==> src/rfa_pkg.sv <==
package rfa_pkg;

  // Control region locations of the pointer registers.
  localparam logic [7:0] RFA_LOW_SLICE_OFS  = 8'hd6;
  localparam logic [7:0] RFA_HIGH_SLICE_OFS = 8'hd7;
  localparam logic [7:0] RFA_STACK_OFS      = 8'hd9;

  // Reset values; the stack pointer is undefined on silicon, so a neutral zero is used.
  localparam logic [7:0] RFA_LOW_SLICE_RST  = 8'hc0;
  localparam logic [7:0] RFA_HIGH_SLICE_RST = 8'hc8;
  localparam logic [7:0] RFA_STACK_RST      = 8'h00;

  // Address map landmarks and field positions.
  localparam logic [7:0] RFA_UPPER_BASE  = 8'hc0;
  localparam logic [3:0] RFA_WREG_NIBBLE = 4'hc;
  localparam int         RFA_SEL_BIT     = 3;

  typedef enum logic [1:0] {
    RFA_MODE_WREG4    = 2'b00,
    RFA_MODE_DIRECT   = 2'b01,
    RFA_MODE_INDIRECT = 2'b10,
    RFA_MODE_INDEXED  = 2'b11
  } rfa_mode_type;

  typedef enum logic [1:0] {
    RFA_SRP_BOTH = 2'b00,
    RFA_SRP_LOW  = 2'b01,
    RFA_SRP_HIGH = 2'b10
  } rfa_srp_sel_type;

  typedef enum logic [2:0] {
    RFA_STK_PUSH = 3'b000,
    RFA_STK_POP  = 3'b001,
    RFA_STK_CALL = 3'b010,
    RFA_STK_RET  = 3'b011,
    RFA_STK_INT  = 3'b100,
    RFA_STK_INTERRUPT_RETURN_INSTR = 3'b101
  } rfa_stk_cmd_type;

  typedef enum logic [1:0] {
    RFA_USER_PUSH_INCREMENT = 2'b00,
    RFA_USER_PUSH_DECREMENT = 2'b01,
    RFA_USER_POP_INCREMENT  = 2'b10,
    RFA_USER_POP_DECREMENT  = 2'b11
  } rfa_usr_cmd_type;

  typedef enum logic [1:0] {
    RFA_SRC_DATA  = 2'b00,
    RFA_SRC_PC_LO = 2'b01,
    RFA_SRC_PC_HI = 2'b10,
    RFA_SRC_FLAGS = 2'b11
  } rfa_src_type;

  typedef struct packed {logic valid; rfa_mode_type mode; logic [7:0] addr; logic pair;} rfa_op_req_type;
  typedef struct packed {logic valid; logic working; logic set2; logic [7:0] addr_hi; logic [7:0] addr_lo;} rfa_op_resp_type;
  typedef struct packed {logic valid; logic [7:0] addr; logic [7:0] data;} rfa_wr_type;
  typedef struct packed {logic valid; rfa_srp_sel_type sel; logic [7:0] data;} rfa_srp_type;
  typedef struct packed {logic valid; rfa_stk_cmd_type cmd;} rfa_stk_req_type;
  typedef struct packed {logic valid; logic write; rfa_src_type src; logic [7:0] addr;} rfa_stk_resp_type;
  typedef struct packed {logic valid; rfa_usr_cmd_type cmd; logic [7:0] ptr;} rfa_usr_req_type;
  typedef struct packed {logic valid; logic write; logic [7:0] addr; logic [7:0] ptr;} rfa_usr_resp_type;
  typedef struct packed {logic [7:0] low_slice; logic [7:0] high_slice; logic [7:0] stack_top;} rfa_ptrs_type;
  typedef struct packed {logic [1:0] cnt; logic push; logic [5:0] srcs;} rfa_seq_type;

endpackage

==> src/rfa_addr_unit.sv <==
`timescale 1ns/10ps
// Functional notes
// - Addresses 00h to BFh resolve unchanged in direct, indirect and indexed modes.
// - The prime area needs no setup after reset.
// - Working addressing sees the file as 32 slices sharing upper five bits.
// - Two 8-bit slice pointers form a relocatable sixteen register block.
// - Low slice pointer sits at D6h, high slice pointer at D7h.
// - Reset points low slice at C0h and high slice at C8h.
// - Pointers change by slice-set instruction or by ordinary register load.
// - Working register accesses never land in the duplicated upper set.
// - Direct addressing reaches every location except the duplicated upper set.
// - Register pairs start even, high byte even, low byte next odd.
// - Top bit of a 4-bit field picks low or high slice pointer.
// - Address is pointer bits 7..3 joined with field bits 2..0.
// - An 8-bit direct operand with upper nibble 1100b is working register addressing.
// - The system stack lives in the register file with byte push and pop.
// - Call pushes the program counter; return pops it back.
// - Interrupt pushes program counter and flags; interrupt return pops both.
// - Stack pointer decrements before each push, increments after each pop.
// - Stack pointer always addresses the most recently pushed byte.
// - Four user stack operations: push and pop, each incrementing or decrementing.
// - Stack pointer is an 8-bit register at D9h.
// - Direct D0h-FFh goes to control set; indirect or indexed C0h-FFh goes to set 2.
module rfa_addr_unit (
  input  wire logic                      mclk,
  input  wire logic                      reset,
  input  wire rfa_pkg::rfa_op_req_type   op_req,
  input  wire rfa_pkg::rfa_wr_type       wr_req,
  input  wire rfa_pkg::rfa_srp_type      srp_req,
  input  wire rfa_pkg::rfa_stk_req_type  stk_req,
  input  wire rfa_pkg::rfa_usr_req_type  usr_req,
  output rfa_pkg::rfa_op_resp_type       op_resp,
  output rfa_pkg::rfa_stk_resp_type      stk_resp,
  output rfa_pkg::rfa_usr_resp_type      usr_resp,
  output rfa_pkg::rfa_ptrs_type          ptrs,
  output logic                           stk_busy
);

  typedef enum logic [1:0] {
    RFA_ST_IDLE    = 2'b00,
    RFA_ST_PUSHING = 2'b01,
    RFA_ST_POPPING = 2'b10
  } rfa_state_type;

  logic [7:0]                low_slice_pointer_reg;
  logic [7:0]                high_slice_pointer_reg;
  logic [7:0]                stack_top_pointer_reg;
  rfa_state_type             state_reg;
  logic [1:0]                cnt_reg;
  logic [5:0]                srcs_reg;
  logic                      busy_reg;
  rfa_pkg::rfa_op_resp_type  op_resp_reg;
  rfa_pkg::rfa_op_resp_type  op_resp_next;
  rfa_pkg::rfa_stk_resp_type stk_resp_reg;
  rfa_pkg::rfa_usr_resp_type usr_resp_reg;
  rfa_pkg::rfa_usr_resp_type usr_resp_next;
  rfa_pkg::rfa_seq_type      seq_next;
  logic                      emit;
  logic                      emit_push;
  logic [7:0]                base_addr;

  // Joins a slice pointer with the register number inside the slice.
  function automatic logic [7:0] wreg_addr(input logic [7:0] lo_p, input logic [7:0] hi_p, input logic [3:0] f);
    wreg_addr = f[rfa_pkg::RFA_SEL_BIT] ? {hi_p[7:3], f[2:0]} : {lo_p[7:3], f[2:0]};
  endfunction

  // One step of a byte pointer, wrapping around the 256-byte file.
  function automatic logic [7:0] step8(input logic [7:0] v, input logic up);
    step8 = up ? v + 8'h01 : v - 8'h01;
  endfunction

  // Byte order of each system stack command; the first byte sits in the low source slot.
  function automatic rfa_pkg::rfa_seq_type seq_for(input rfa_pkg::rfa_stk_cmd_type c);
    seq_for = '0;
    case (c)
      rfa_pkg::RFA_STK_PUSH: seq_for = '{2'h1, 1'b1, {4'h0, rfa_pkg::RFA_SRC_DATA}};
      rfa_pkg::RFA_STK_POP:  seq_for = '{2'h1, 1'b0, {4'h0, rfa_pkg::RFA_SRC_DATA}};
      rfa_pkg::RFA_STK_CALL: seq_for = '{2'h2, 1'b1, {2'h0, rfa_pkg::RFA_SRC_PC_HI, rfa_pkg::RFA_SRC_PC_LO}};
      rfa_pkg::RFA_STK_RET:  seq_for = '{2'h2, 1'b0, {2'h0, rfa_pkg::RFA_SRC_PC_LO, rfa_pkg::RFA_SRC_PC_HI}};
      rfa_pkg::RFA_STK_INT:  seq_for = '{2'h3, 1'b1,
        {rfa_pkg::RFA_SRC_FLAGS, rfa_pkg::RFA_SRC_PC_HI, rfa_pkg::RFA_SRC_PC_LO}};
      rfa_pkg::RFA_STK_INTERRUPT_RETURN_INSTR: seq_for = '{2'h3, 1'b0,
        {rfa_pkg::RFA_SRC_PC_LO, rfa_pkg::RFA_SRC_PC_HI, rfa_pkg::RFA_SRC_FLAGS}};
      default:               seq_for = '0;
    endcase
  endfunction

  // Operand address resolution; pointer bits 2..0 are never read here.
  always_comb begin
    op_resp_next       = '0;
    op_resp_next.valid = op_req.valid;
    base_addr          = op_req.addr;
    unique case (op_req.mode)
      rfa_pkg::RFA_MODE_WREG4: begin
        op_resp_next.working = 1'b1;
        base_addr = wreg_addr(low_slice_pointer_reg, high_slice_pointer_reg, op_req.addr[3:0]);
      end
      rfa_pkg::RFA_MODE_DIRECT: begin
        if (op_req.addr[7:4] == rfa_pkg::RFA_WREG_NIBBLE) begin
          op_resp_next.working = 1'b1;
          base_addr = wreg_addr(low_slice_pointer_reg, high_slice_pointer_reg, op_req.addr[3:0]);
        end
      end
      rfa_pkg::RFA_MODE_INDIRECT, rfa_pkg::RFA_MODE_INDEXED: begin
        op_resp_next.set2 = (op_req.addr >= rfa_pkg::RFA_UPPER_BASE);
      end
    endcase
    // Direct accesses outside the working window keep the address and the control set.
    if (op_req.pair) begin
      op_resp_next.addr_hi = {base_addr[7:1], 1'b0};
      op_resp_next.addr_lo = {base_addr[7:1], 1'b1};
    end else begin
      op_resp_next.addr_hi = base_addr;
      op_resp_next.addr_lo = base_addr;
    end
  end

  // Resolved address is registered so the core sees it one cycle after the request.
  always_ff @(posedge mclk) begin
    if (reset) begin
      op_resp_reg <= '0;
    end else begin
      op_resp_reg <= op_resp_next;
    end
  end

  // Slice pointers; the set instruction wins over a plain load in the same cycle.
  always_ff @(posedge mclk) begin
    if (reset) begin
      low_slice_pointer_reg  <= rfa_pkg::RFA_LOW_SLICE_RST;
      high_slice_pointer_reg <= rfa_pkg::RFA_HIGH_SLICE_RST;
    end else if (srp_req.valid) begin
      case (srp_req.sel)
        rfa_pkg::RFA_SRP_BOTH: begin
          low_slice_pointer_reg  <= {srp_req.data[7:4], 1'b0, srp_req.data[2:0]};
          high_slice_pointer_reg <= {srp_req.data[7:4], 1'b1, srp_req.data[2:0]};
        end
        rfa_pkg::RFA_SRP_LOW:  low_slice_pointer_reg  <= srp_req.data;
        rfa_pkg::RFA_SRP_HIGH: high_slice_pointer_reg <= srp_req.data;
        default:               low_slice_pointer_reg  <= low_slice_pointer_reg;
      endcase
    end else if (wr_req.valid) begin
      if (wr_req.addr == rfa_pkg::RFA_LOW_SLICE_OFS) begin
        low_slice_pointer_reg <= wr_req.data;
      end
      if (wr_req.addr == rfa_pkg::RFA_HIGH_SLICE_OFS) begin
        high_slice_pointer_reg <= wr_req.data;
      end
    end
  end

  assign seq_next  = seq_for(stk_req.cmd);
  assign emit      = (state_reg != RFA_ST_IDLE);
  assign emit_push = (state_reg == RFA_ST_PUSHING);

  // System stack sequencer: one byte per cycle, requests ignored while busy.
  always_ff @(posedge mclk) begin
    if (reset) begin
      state_reg <= RFA_ST_IDLE;
      cnt_reg   <= 2'h0;
      srcs_reg  <= 6'h00;
      busy_reg  <= 1'b0;
    end else begin
      unique case (state_reg)
        RFA_ST_IDLE: begin
          if (stk_req.valid && seq_next.cnt != 2'h0) begin
            state_reg <= seq_next.push ? RFA_ST_PUSHING : RFA_ST_POPPING;
            cnt_reg   <= seq_next.cnt;
            srcs_reg  <= seq_next.srcs;
            busy_reg  <= 1'b1;
          end
        end
        RFA_ST_PUSHING, RFA_ST_POPPING: begin
          srcs_reg <= {2'h0, srcs_reg[5:2]};
          cnt_reg  <= cnt_reg - 2'h1;
          if (cnt_reg == 2'h1) begin
            state_reg <= RFA_ST_IDLE;
            busy_reg  <= 1'b0;
          end
        end
        default: begin
          state_reg <= RFA_ST_IDLE;
          busy_reg  <= 1'b0;
        end
      endcase
    end
  end

  // Stack pointer: push pre-decrements, pop post-increments; a load is refused while a sequence runs.
  always_ff @(posedge mclk) begin
    if (reset) begin
      stack_top_pointer_reg <= rfa_pkg::RFA_STACK_RST;
    end else if (emit) begin
      stack_top_pointer_reg <= step8(stack_top_pointer_reg, !emit_push);
    end else if (wr_req.valid && wr_req.addr == rfa_pkg::RFA_STACK_OFS) begin
      stack_top_pointer_reg <= wr_req.data;
    end
  end

  // Stack byte address; after a push the pointer equals the address just written.
  always_ff @(posedge mclk) begin
    if (reset) begin
      stk_resp_reg <= '0;
    end else begin
      stk_resp_reg.valid <= emit;
      stk_resp_reg.write <= emit_push;
      stk_resp_reg.src   <= rfa_pkg::rfa_src_type'(srcs_reg[1:0]);
      stk_resp_reg.addr  <= emit_push ? step8(stack_top_pointer_reg, 1'b0) : stack_top_pointer_reg;
    end
  end

  // User stacks keep their pointer in an ordinary register, so the core supplies it and stores it back.
  always_comb begin
    usr_resp_next       = '0;
    usr_resp_next.valid = usr_req.valid;
    unique case (usr_req.cmd)
      rfa_pkg::RFA_USER_PUSH_INCREMENT: begin
        usr_resp_next.write = 1'b1;
        usr_resp_next.ptr   = step8(usr_req.ptr, 1'b1);
        usr_resp_next.addr  = usr_resp_next.ptr;
      end
      rfa_pkg::RFA_USER_PUSH_DECREMENT: begin
        usr_resp_next.write = 1'b1;
        usr_resp_next.ptr   = step8(usr_req.ptr, 1'b0);
        usr_resp_next.addr  = usr_resp_next.ptr;
      end
      rfa_pkg::RFA_USER_POP_INCREMENT: begin
        usr_resp_next.addr = usr_req.ptr;
        usr_resp_next.ptr  = step8(usr_req.ptr, 1'b1);
      end
      rfa_pkg::RFA_USER_POP_DECREMENT: begin
        usr_resp_next.addr = usr_req.ptr;
        usr_resp_next.ptr  = step8(usr_req.ptr, 1'b0);
      end
    endcase
  end

  // User stack answer register.
  always_ff @(posedge mclk) begin
    if (reset) begin
      usr_resp_reg <= '0;
    end else begin
      usr_resp_reg <= usr_resp_next;
    end
  end

  // Outputs come straight from flops.
  assign op_resp  = op_resp_reg;
  assign stk_resp = stk_resp_reg;
  assign usr_resp = usr_resp_reg;
  assign stk_busy = busy_reg;
  assign ptrs     = '{low_slice_pointer_reg, high_slice_pointer_reg, stack_top_pointer_reg};
endmodule

==> config.mk <==
export PLATFORM = sky130hd
export DESIGN_NAME = rfa_addr_unit
export DESIGN_NICKNAME = d
export VERILOG_FILES = /design/src/rfa_pkg.sv /design/src/rfa_addr_unit.sv
export SDC_FILE = /design/constraint.sdc
export NUM_CORES = 1
export LEC_CHECK = 0
export ABC_AREA = 1
export BUFFER_PORTS_ARGS = -buffer_cell sky130_fd_sc_hd__clkbuf_2
export CAP_MARGIN = 10
export CELL_PAD_IN_SITES_DETAIL_PLACEMENT = 0
export CELL_PAD_IN_SITES_GLOBAL_PLACEMENT = 2
export CORE_MARGIN = 2
export CORE_UTILIZATION = 29
export DETAILED_ROUTE_END_ITERATION = 10
export HOLD_SLACK_MARGIN = 0.1
export PLACE_DENSITY_LB_ADDON = 0.1
export SYNTH_ARGS = -nofsm -noshare
export SYNTH_HDL_FRONTEND = slang
export SYNTH_SLANG_ARGS = --single-unit
==> constraint.sdc <==
create_clock -name mclk -period 4.8 [get_ports mclk]
set_input_delay 0.48 -clock mclk [delete_from_list [all_inputs] [get_ports mclk]]
set_output_delay 0.48 -clock mclk [all_outputs]
set_load 0.05 [all_outputs]
==> results_tabular.tex <==
\begin{tabular}{lr}
\hline
Metric & Value \\
\hline
\multicolumn{2}{l}{\textbf{Yosys}} \\
\quad Predominant post-synthesis flop cell & sky130\_fd\_sc\_hd\_\_dfxtp\_1 \\
\quad Post-Syn Nets & 603 \\
\quad Total standard cell area after synthesis & 3800 sq um \\
\quad Most area-consuming cells after synthesis & sky130\_fd\_sc\_hd\_\_dfxtp\_1 41\%, sky130\_fd\_sc\_hd\_\_nand2\_1 12\%, sky130\_fd\_sc\_hd\_\_a21oi\_1 6.1\% \\
\quad Largest area contributor in the synthesized netlist & sky130\_fd\_sc\_hd\_\_dfxtp\_1 \\
\quad Most repeated cell in the gate-level netlist after synthesis & sky130\_fd\_sc\_hd\_\_nand2\_1 \\
\quad Top-area cell type share of the netlist area & 40.57\% \\
\quad EDFF count, synth & 0 \\
\quad Avg Cell Area, Syn & 7.050 sq um \\
\quad Number of register bits inferred by synthesis & 77 \\
\quad FFs w/ async S/R, synth & 0\% \\
\quad Number of warnings printed during yosys synthesis & 0 \\
\quad Sequential-to-total area share from yosys stat & 40.57\% \\
\quad Synthesized instance count & 539 \\
\quad Post-synthesis cell type count & 41 \\
\quad Most frequent cells after synthesis & 119 x sky130\_fd\_sc\_hd\_\_nand2\_1, 77 x sky130\_fd\_sc\_hd\_\_dfxtp\_1, 61 x sky130\_fd\_sc\_hd\_\_nor2\_1, 57 x sky130\_fd\_sc\_hd\_\_inv\_1, 46 x sky130\_fd\_sc\_hd\_\_a21oi\_1 \\
\multicolumn{2}{l}{\textbf{Power}} \\
\quad Combinational group share of total power & 33.0\% \\
\quad Lkg Pwr & 2.393 nW \\
\quad Sequential share of power & 36.5\% \\
\quad Switching share of power & 40.94\% \\
\quad Largest vdd supply drop & 0.0002333 V \\
\quad Clock power share & 30.5\% \\
\quad Power Density & 450.0 nW/um\^{}2 \\
\quad Switching power total & 880.3 uW \\
\quad Internal & 1.270 mW \\
\multicolumn{2}{l}{\textbf{STA}} \\
\quad RSZ-0062 raised after global routing & no \\
\quad Max-slew violation count & 0 \\
\quad Max Fclk & 555.0 MHz \\
\quad Final setup violating endpoints & 0 \\
\quad Setup total negative slack & 0 ns \\
\quad Period minus WS final & 1.802 ns \\
\quad Transition time at the pin with the least slew margin & 0.7164 ns \\
\quad Setup WS post-layout & 2.998 ns \\
\quad Hold violation count in the final report & 0 \\
\quad Post-route fraction of the period consumed by the critical path & 37.54\% \\
\quad Slew HR & 52.17\% \\
\quad Maximum clock skew at final layout & 0.003778 ns \\
\multicolumn{2}{l}{\textbf{Layout}} \\
\quad Area Growth Syn to Fin & 25.75\% \\
\quad Max reg flops & 18 \\
\quad Nets & 718 \\
\quad Share of cells above drive strength 1 & 26.25\% \\
\quad Final antenna diode count & 0 \\
\quad Number of non-filler instances in the completed layout & 831 \\
\multicolumn{2}{l}{\textbf{Critical path}} \\
\quad Setup slack on the worst flop-to-flop path & 3.00 ns \\
\quad Stage delay of the slowest cell on the critical path & 0.44 ns \\
\quad CP max stage cell & sky130\_fd\_sc\_hd\_\_inv\_1 \\
\quad Cell type group with the largest total delay on the critical path & buffers and inverters \\
\quad WS Path Type & reg -> reg \\
\quad Critical R2R Launch & state\_reg[1] \\
\quad Number of buffer and inverter stages on the critical path & 2 \\
\quad Series of cell instances along the critical path & inv\_1 > ha\_1 > inv\_1 > nand2\_1 > o21ai\_0 > o21ai\_0 > nand2\_1 > nand2\_1 > nand2\_1 \\
\quad R2R Path End & stack\_top\_pointer\_reg[7] \\
\quad Most prevalent standard cell on the critical path & sky130\_fd\_sc\_hd\_\_nand2\_1 \\
\quad Signal arrival time at the worst endpoint & 2.09 ns \\
\quad Critical path peak fanout & 17 \\
\quad Register-to-Register Path Depth & 9 \\
\quad Crit end category & flop \\
\quad Type of element launching the critical path & flop \\
\quad Crit path required time & 5.09 ns \\
\multicolumn{2}{l}{\textbf{Route}} \\
\quad Ratio of routed vias to standard cells & 4.534 \\
\quad Total wire length after detailed routing & 11310 um \\
\quad Detailed-route DRC error count & 0 \\
\quad Number of detailed-routing iterations run before antenna repair & 4 \\
\quad Iter 0 DRT Violations & 136 \\
\quad Post-DR wirelength/cell & 13.61 um \\
\quad Final ANT Viol Nets & 0 \\
\quad Via count of the routed design & 3768 \\
\multicolumn{2}{l}{\textbf{Floorplan}} \\
\quad Horizontal die dimension & 118.5 um \\
\quad Core Footprint & 12720 sq um \\
\quad Number of rows in the core area & 41 \\
\quad Die area & 14040 sq um \\
\quad Initial core utilization & 29.87\% \\
\quad I/O Pins & 131 \\
\quad Die height & 118.5 um \\
\multicolumn{2}{l}{\textbf{Min path}} \\
\quad Endpoint of the worst hold-timing path & op\_resp[8] \\
\quad Hold Path Depth & 2 \\
\quad Hold path startpoint & op\_req[0] \\
\quad Worst hold path class & in -> reg \\
\multicolumn{2}{l}{\textbf{Global route}} \\
\quad Antenna violations before repair & 0 \\
\quad Global-route wire length before repair & 19000 um \\
\quad Met2 demand-to-capacity share in global routing & 26.23\% \\
\quad Most used routing layer in global routing & met2 \\
\quad Pin count of the biggest net entering global routing & 45 \\
\quad Grt met1 use & 22.59\% \\
\quad Total routing usage reported by global routing & 17.02\% \\
\quad Number of global-route vias before repair & 3714 \\
\quad GRT overflow & 0 \\
\quad Routing usage on met3 & 5.309\% \\
\multicolumn{2}{l}{\textbf{Status}} \\
\quad Outcome & completed \\
\multicolumn{2}{l}{\textbf{Placement}} \\
\quad Place WS & 2.754 ns \\
\quad Post-detail-place hpwl & 8432 um \\
\quad Number of placed cells counting well taps & 815 \\
\quad Count of port buffers added during placement & 130 \\
\quad Routability congestion estimate & 0.8370 \\
\multicolumn{2}{l}{\textbf{Clock network}} \\
\quad Post-CTS setup-driven buffer insertion count & 0 \\
\quad Clock tree from TritonCTS & built \\
\quad CTS H-tree depth & 3 \\
\quad Number of buffers created by CTS & 9 \\
\quad Clock sink count & 77 \\
\quad Post-cts repair resize count & 0 \\
\quad Count of hold buffers inserted by post-cts repair & 0 \\
\quad Clock network latency to the later pin of the worst-skew pair & 0.34 ns \\
\quad Clock root buffer & sky130\_fd\_sc\_hd\_\_clkbuf\_16 \\
\quad CTS Buffer Depth & 2 \\
\quad Clock Pin Slew Worst Setup and Hold Paths & 0.07 ns \\
\multicolumn{2}{l}{\textbf{Run}} \\
\quad Maximum Capacitance Violations & 0 \\
\hline
\end{tabular}
worst register-to-register path: stages (launching register included):
cell                      delay (ns)
sky130_fd_sc_hd__dfxtp_1        0.33
sky130_fd_sc_hd__inv_1          0.05
sky130_fd_sc_hd__ha_1           0.27
sky130_fd_sc_hd__inv_1          0.44
sky130_fd_sc_hd__nand2_1        0.20
sky130_fd_sc_hd__o21ai_0        0.18
sky130_fd_sc_hd__o21ai_0        0.10
sky130_fd_sc_hd__nand2_1        0.07
sky130_fd_sc_hd__nand2_1        0.05
sky130_fd_sc_hd__nand2_1        0.06
power by group through the flow:
stage                     sequential, mW  clock (mW)  combinational (mW)
after global routing               0.797       0.707               0.792
after CTS                          0.786       0.681               0.716
after detailed placement           0.799           0               0.714
final                              0.784       0.656               0.710
after floorplan                    0.980           0               0.368
after global placement             0.798           0               0.711
cell usage in the layout, fill, tap and decap left out, drive strengths merged:
| cell | synthesis | routed |
|---|---|---|
| clkbuf | 7 | 139 |
| nand2 | 123 | 123 |
| dfxtp | 77 | 77 |
| inv | 62 | 65 |
| nor2 | 64 | 64 |
| a21oi | 47 | 47 |
| o21ai | 46 | 46 |
| nand3 | 38 | 38 |
| nor3 | 12 | 12 |
| xor2 | 10 | 10 |
| ha | 7 | 7 |
| or2 | 6 | 6 |
| nand4 | 4 | 4 |
| a31oi | 3 | 3 |
| o22ai | 2 | 2 |
| o211ai | 2 | 2 |
| a311oi | 2 | 2 |
| clkinvlp | 0 | 2 |
| clkinv | 0 | 2 |
| nor4 | 1 | 1 |
| o31ai | 1 | 1 |
| o21bai | 1 | 1 |
| a21o | 1 | 1 |
| a22oi | 1 | 1 |
| xnor2 | 1 | 1 |
| a211oi | 1 | 1 |
| buf | 20 | 1 |
final cells by class:
class,instances,area (sq um)
Fill cell,1455,7944
Multi-Input combinational cell,373,1847
Sequential cell,77,1541
Timing Repair Buffer,131,658.1
Inverter,62,232.7
Clock buffer,9,225.2
Tap cell,172,215.2
Clock inverter,7,58.81
per-layer routing:
layer | vias to the layer above | share of wire [%]
li1 | 1969 | -
met1 | 1686 | 48
met2 | 99 | 45
met3 | 14 | 6.2
met4 | 0 | 1.4
met5 | - | 0
through the flow:
step                hold WS [ns]  instance area [sq um]  utilization, %  power, mW
detailed placement        0.4216                   4494           35.33      1.513
CTS                       0.2891                   4778           37.56      2.183
global route              0.3062                   4778           37.56      2.296
global placement          0.4199                   4494           35.33      1.509
finish                    0.3080                   4778           37.56      2.150
floorplan                 0.3999                   3800               -      1.348
cell families (layout without fill, tap and decap cells):
logic type | count (synthesis) | in the layout | share of synthesized area, %
buf+inv | 89 | 209 | 10.83
xor+xnor | 11 | 11 | 2.535
simple gates | 248 | 248 | 28.32
fa+ha+maj | 7 | 7 | 2.305
flops | 77 | 77 | 40.57
compound gates | 107 | 107 | 15.44
worst max-delay path by stage:
| stage | end | from | depth (start not counted) |
|---|---|---|---|
| after floorplan | stack_top_pointer_reg[4] | stack_top_pointer_reg[0] | 8 |
| after global placement | srcs_reg[5] | reset | 5 |
| after detailed placement | srcs_reg[5] | reset | 5 |
| after CTS | stack_top_pointer_reg[6] | state_reg[1] | 9 |
| after global routing | stack_top_pointer_reg[7] | state_reg[1] | 9 |
| final | stack_top_pointer_reg[7] | state_reg[1] | 9 |
Note: power is estimated with default switching activity, not from simulation.
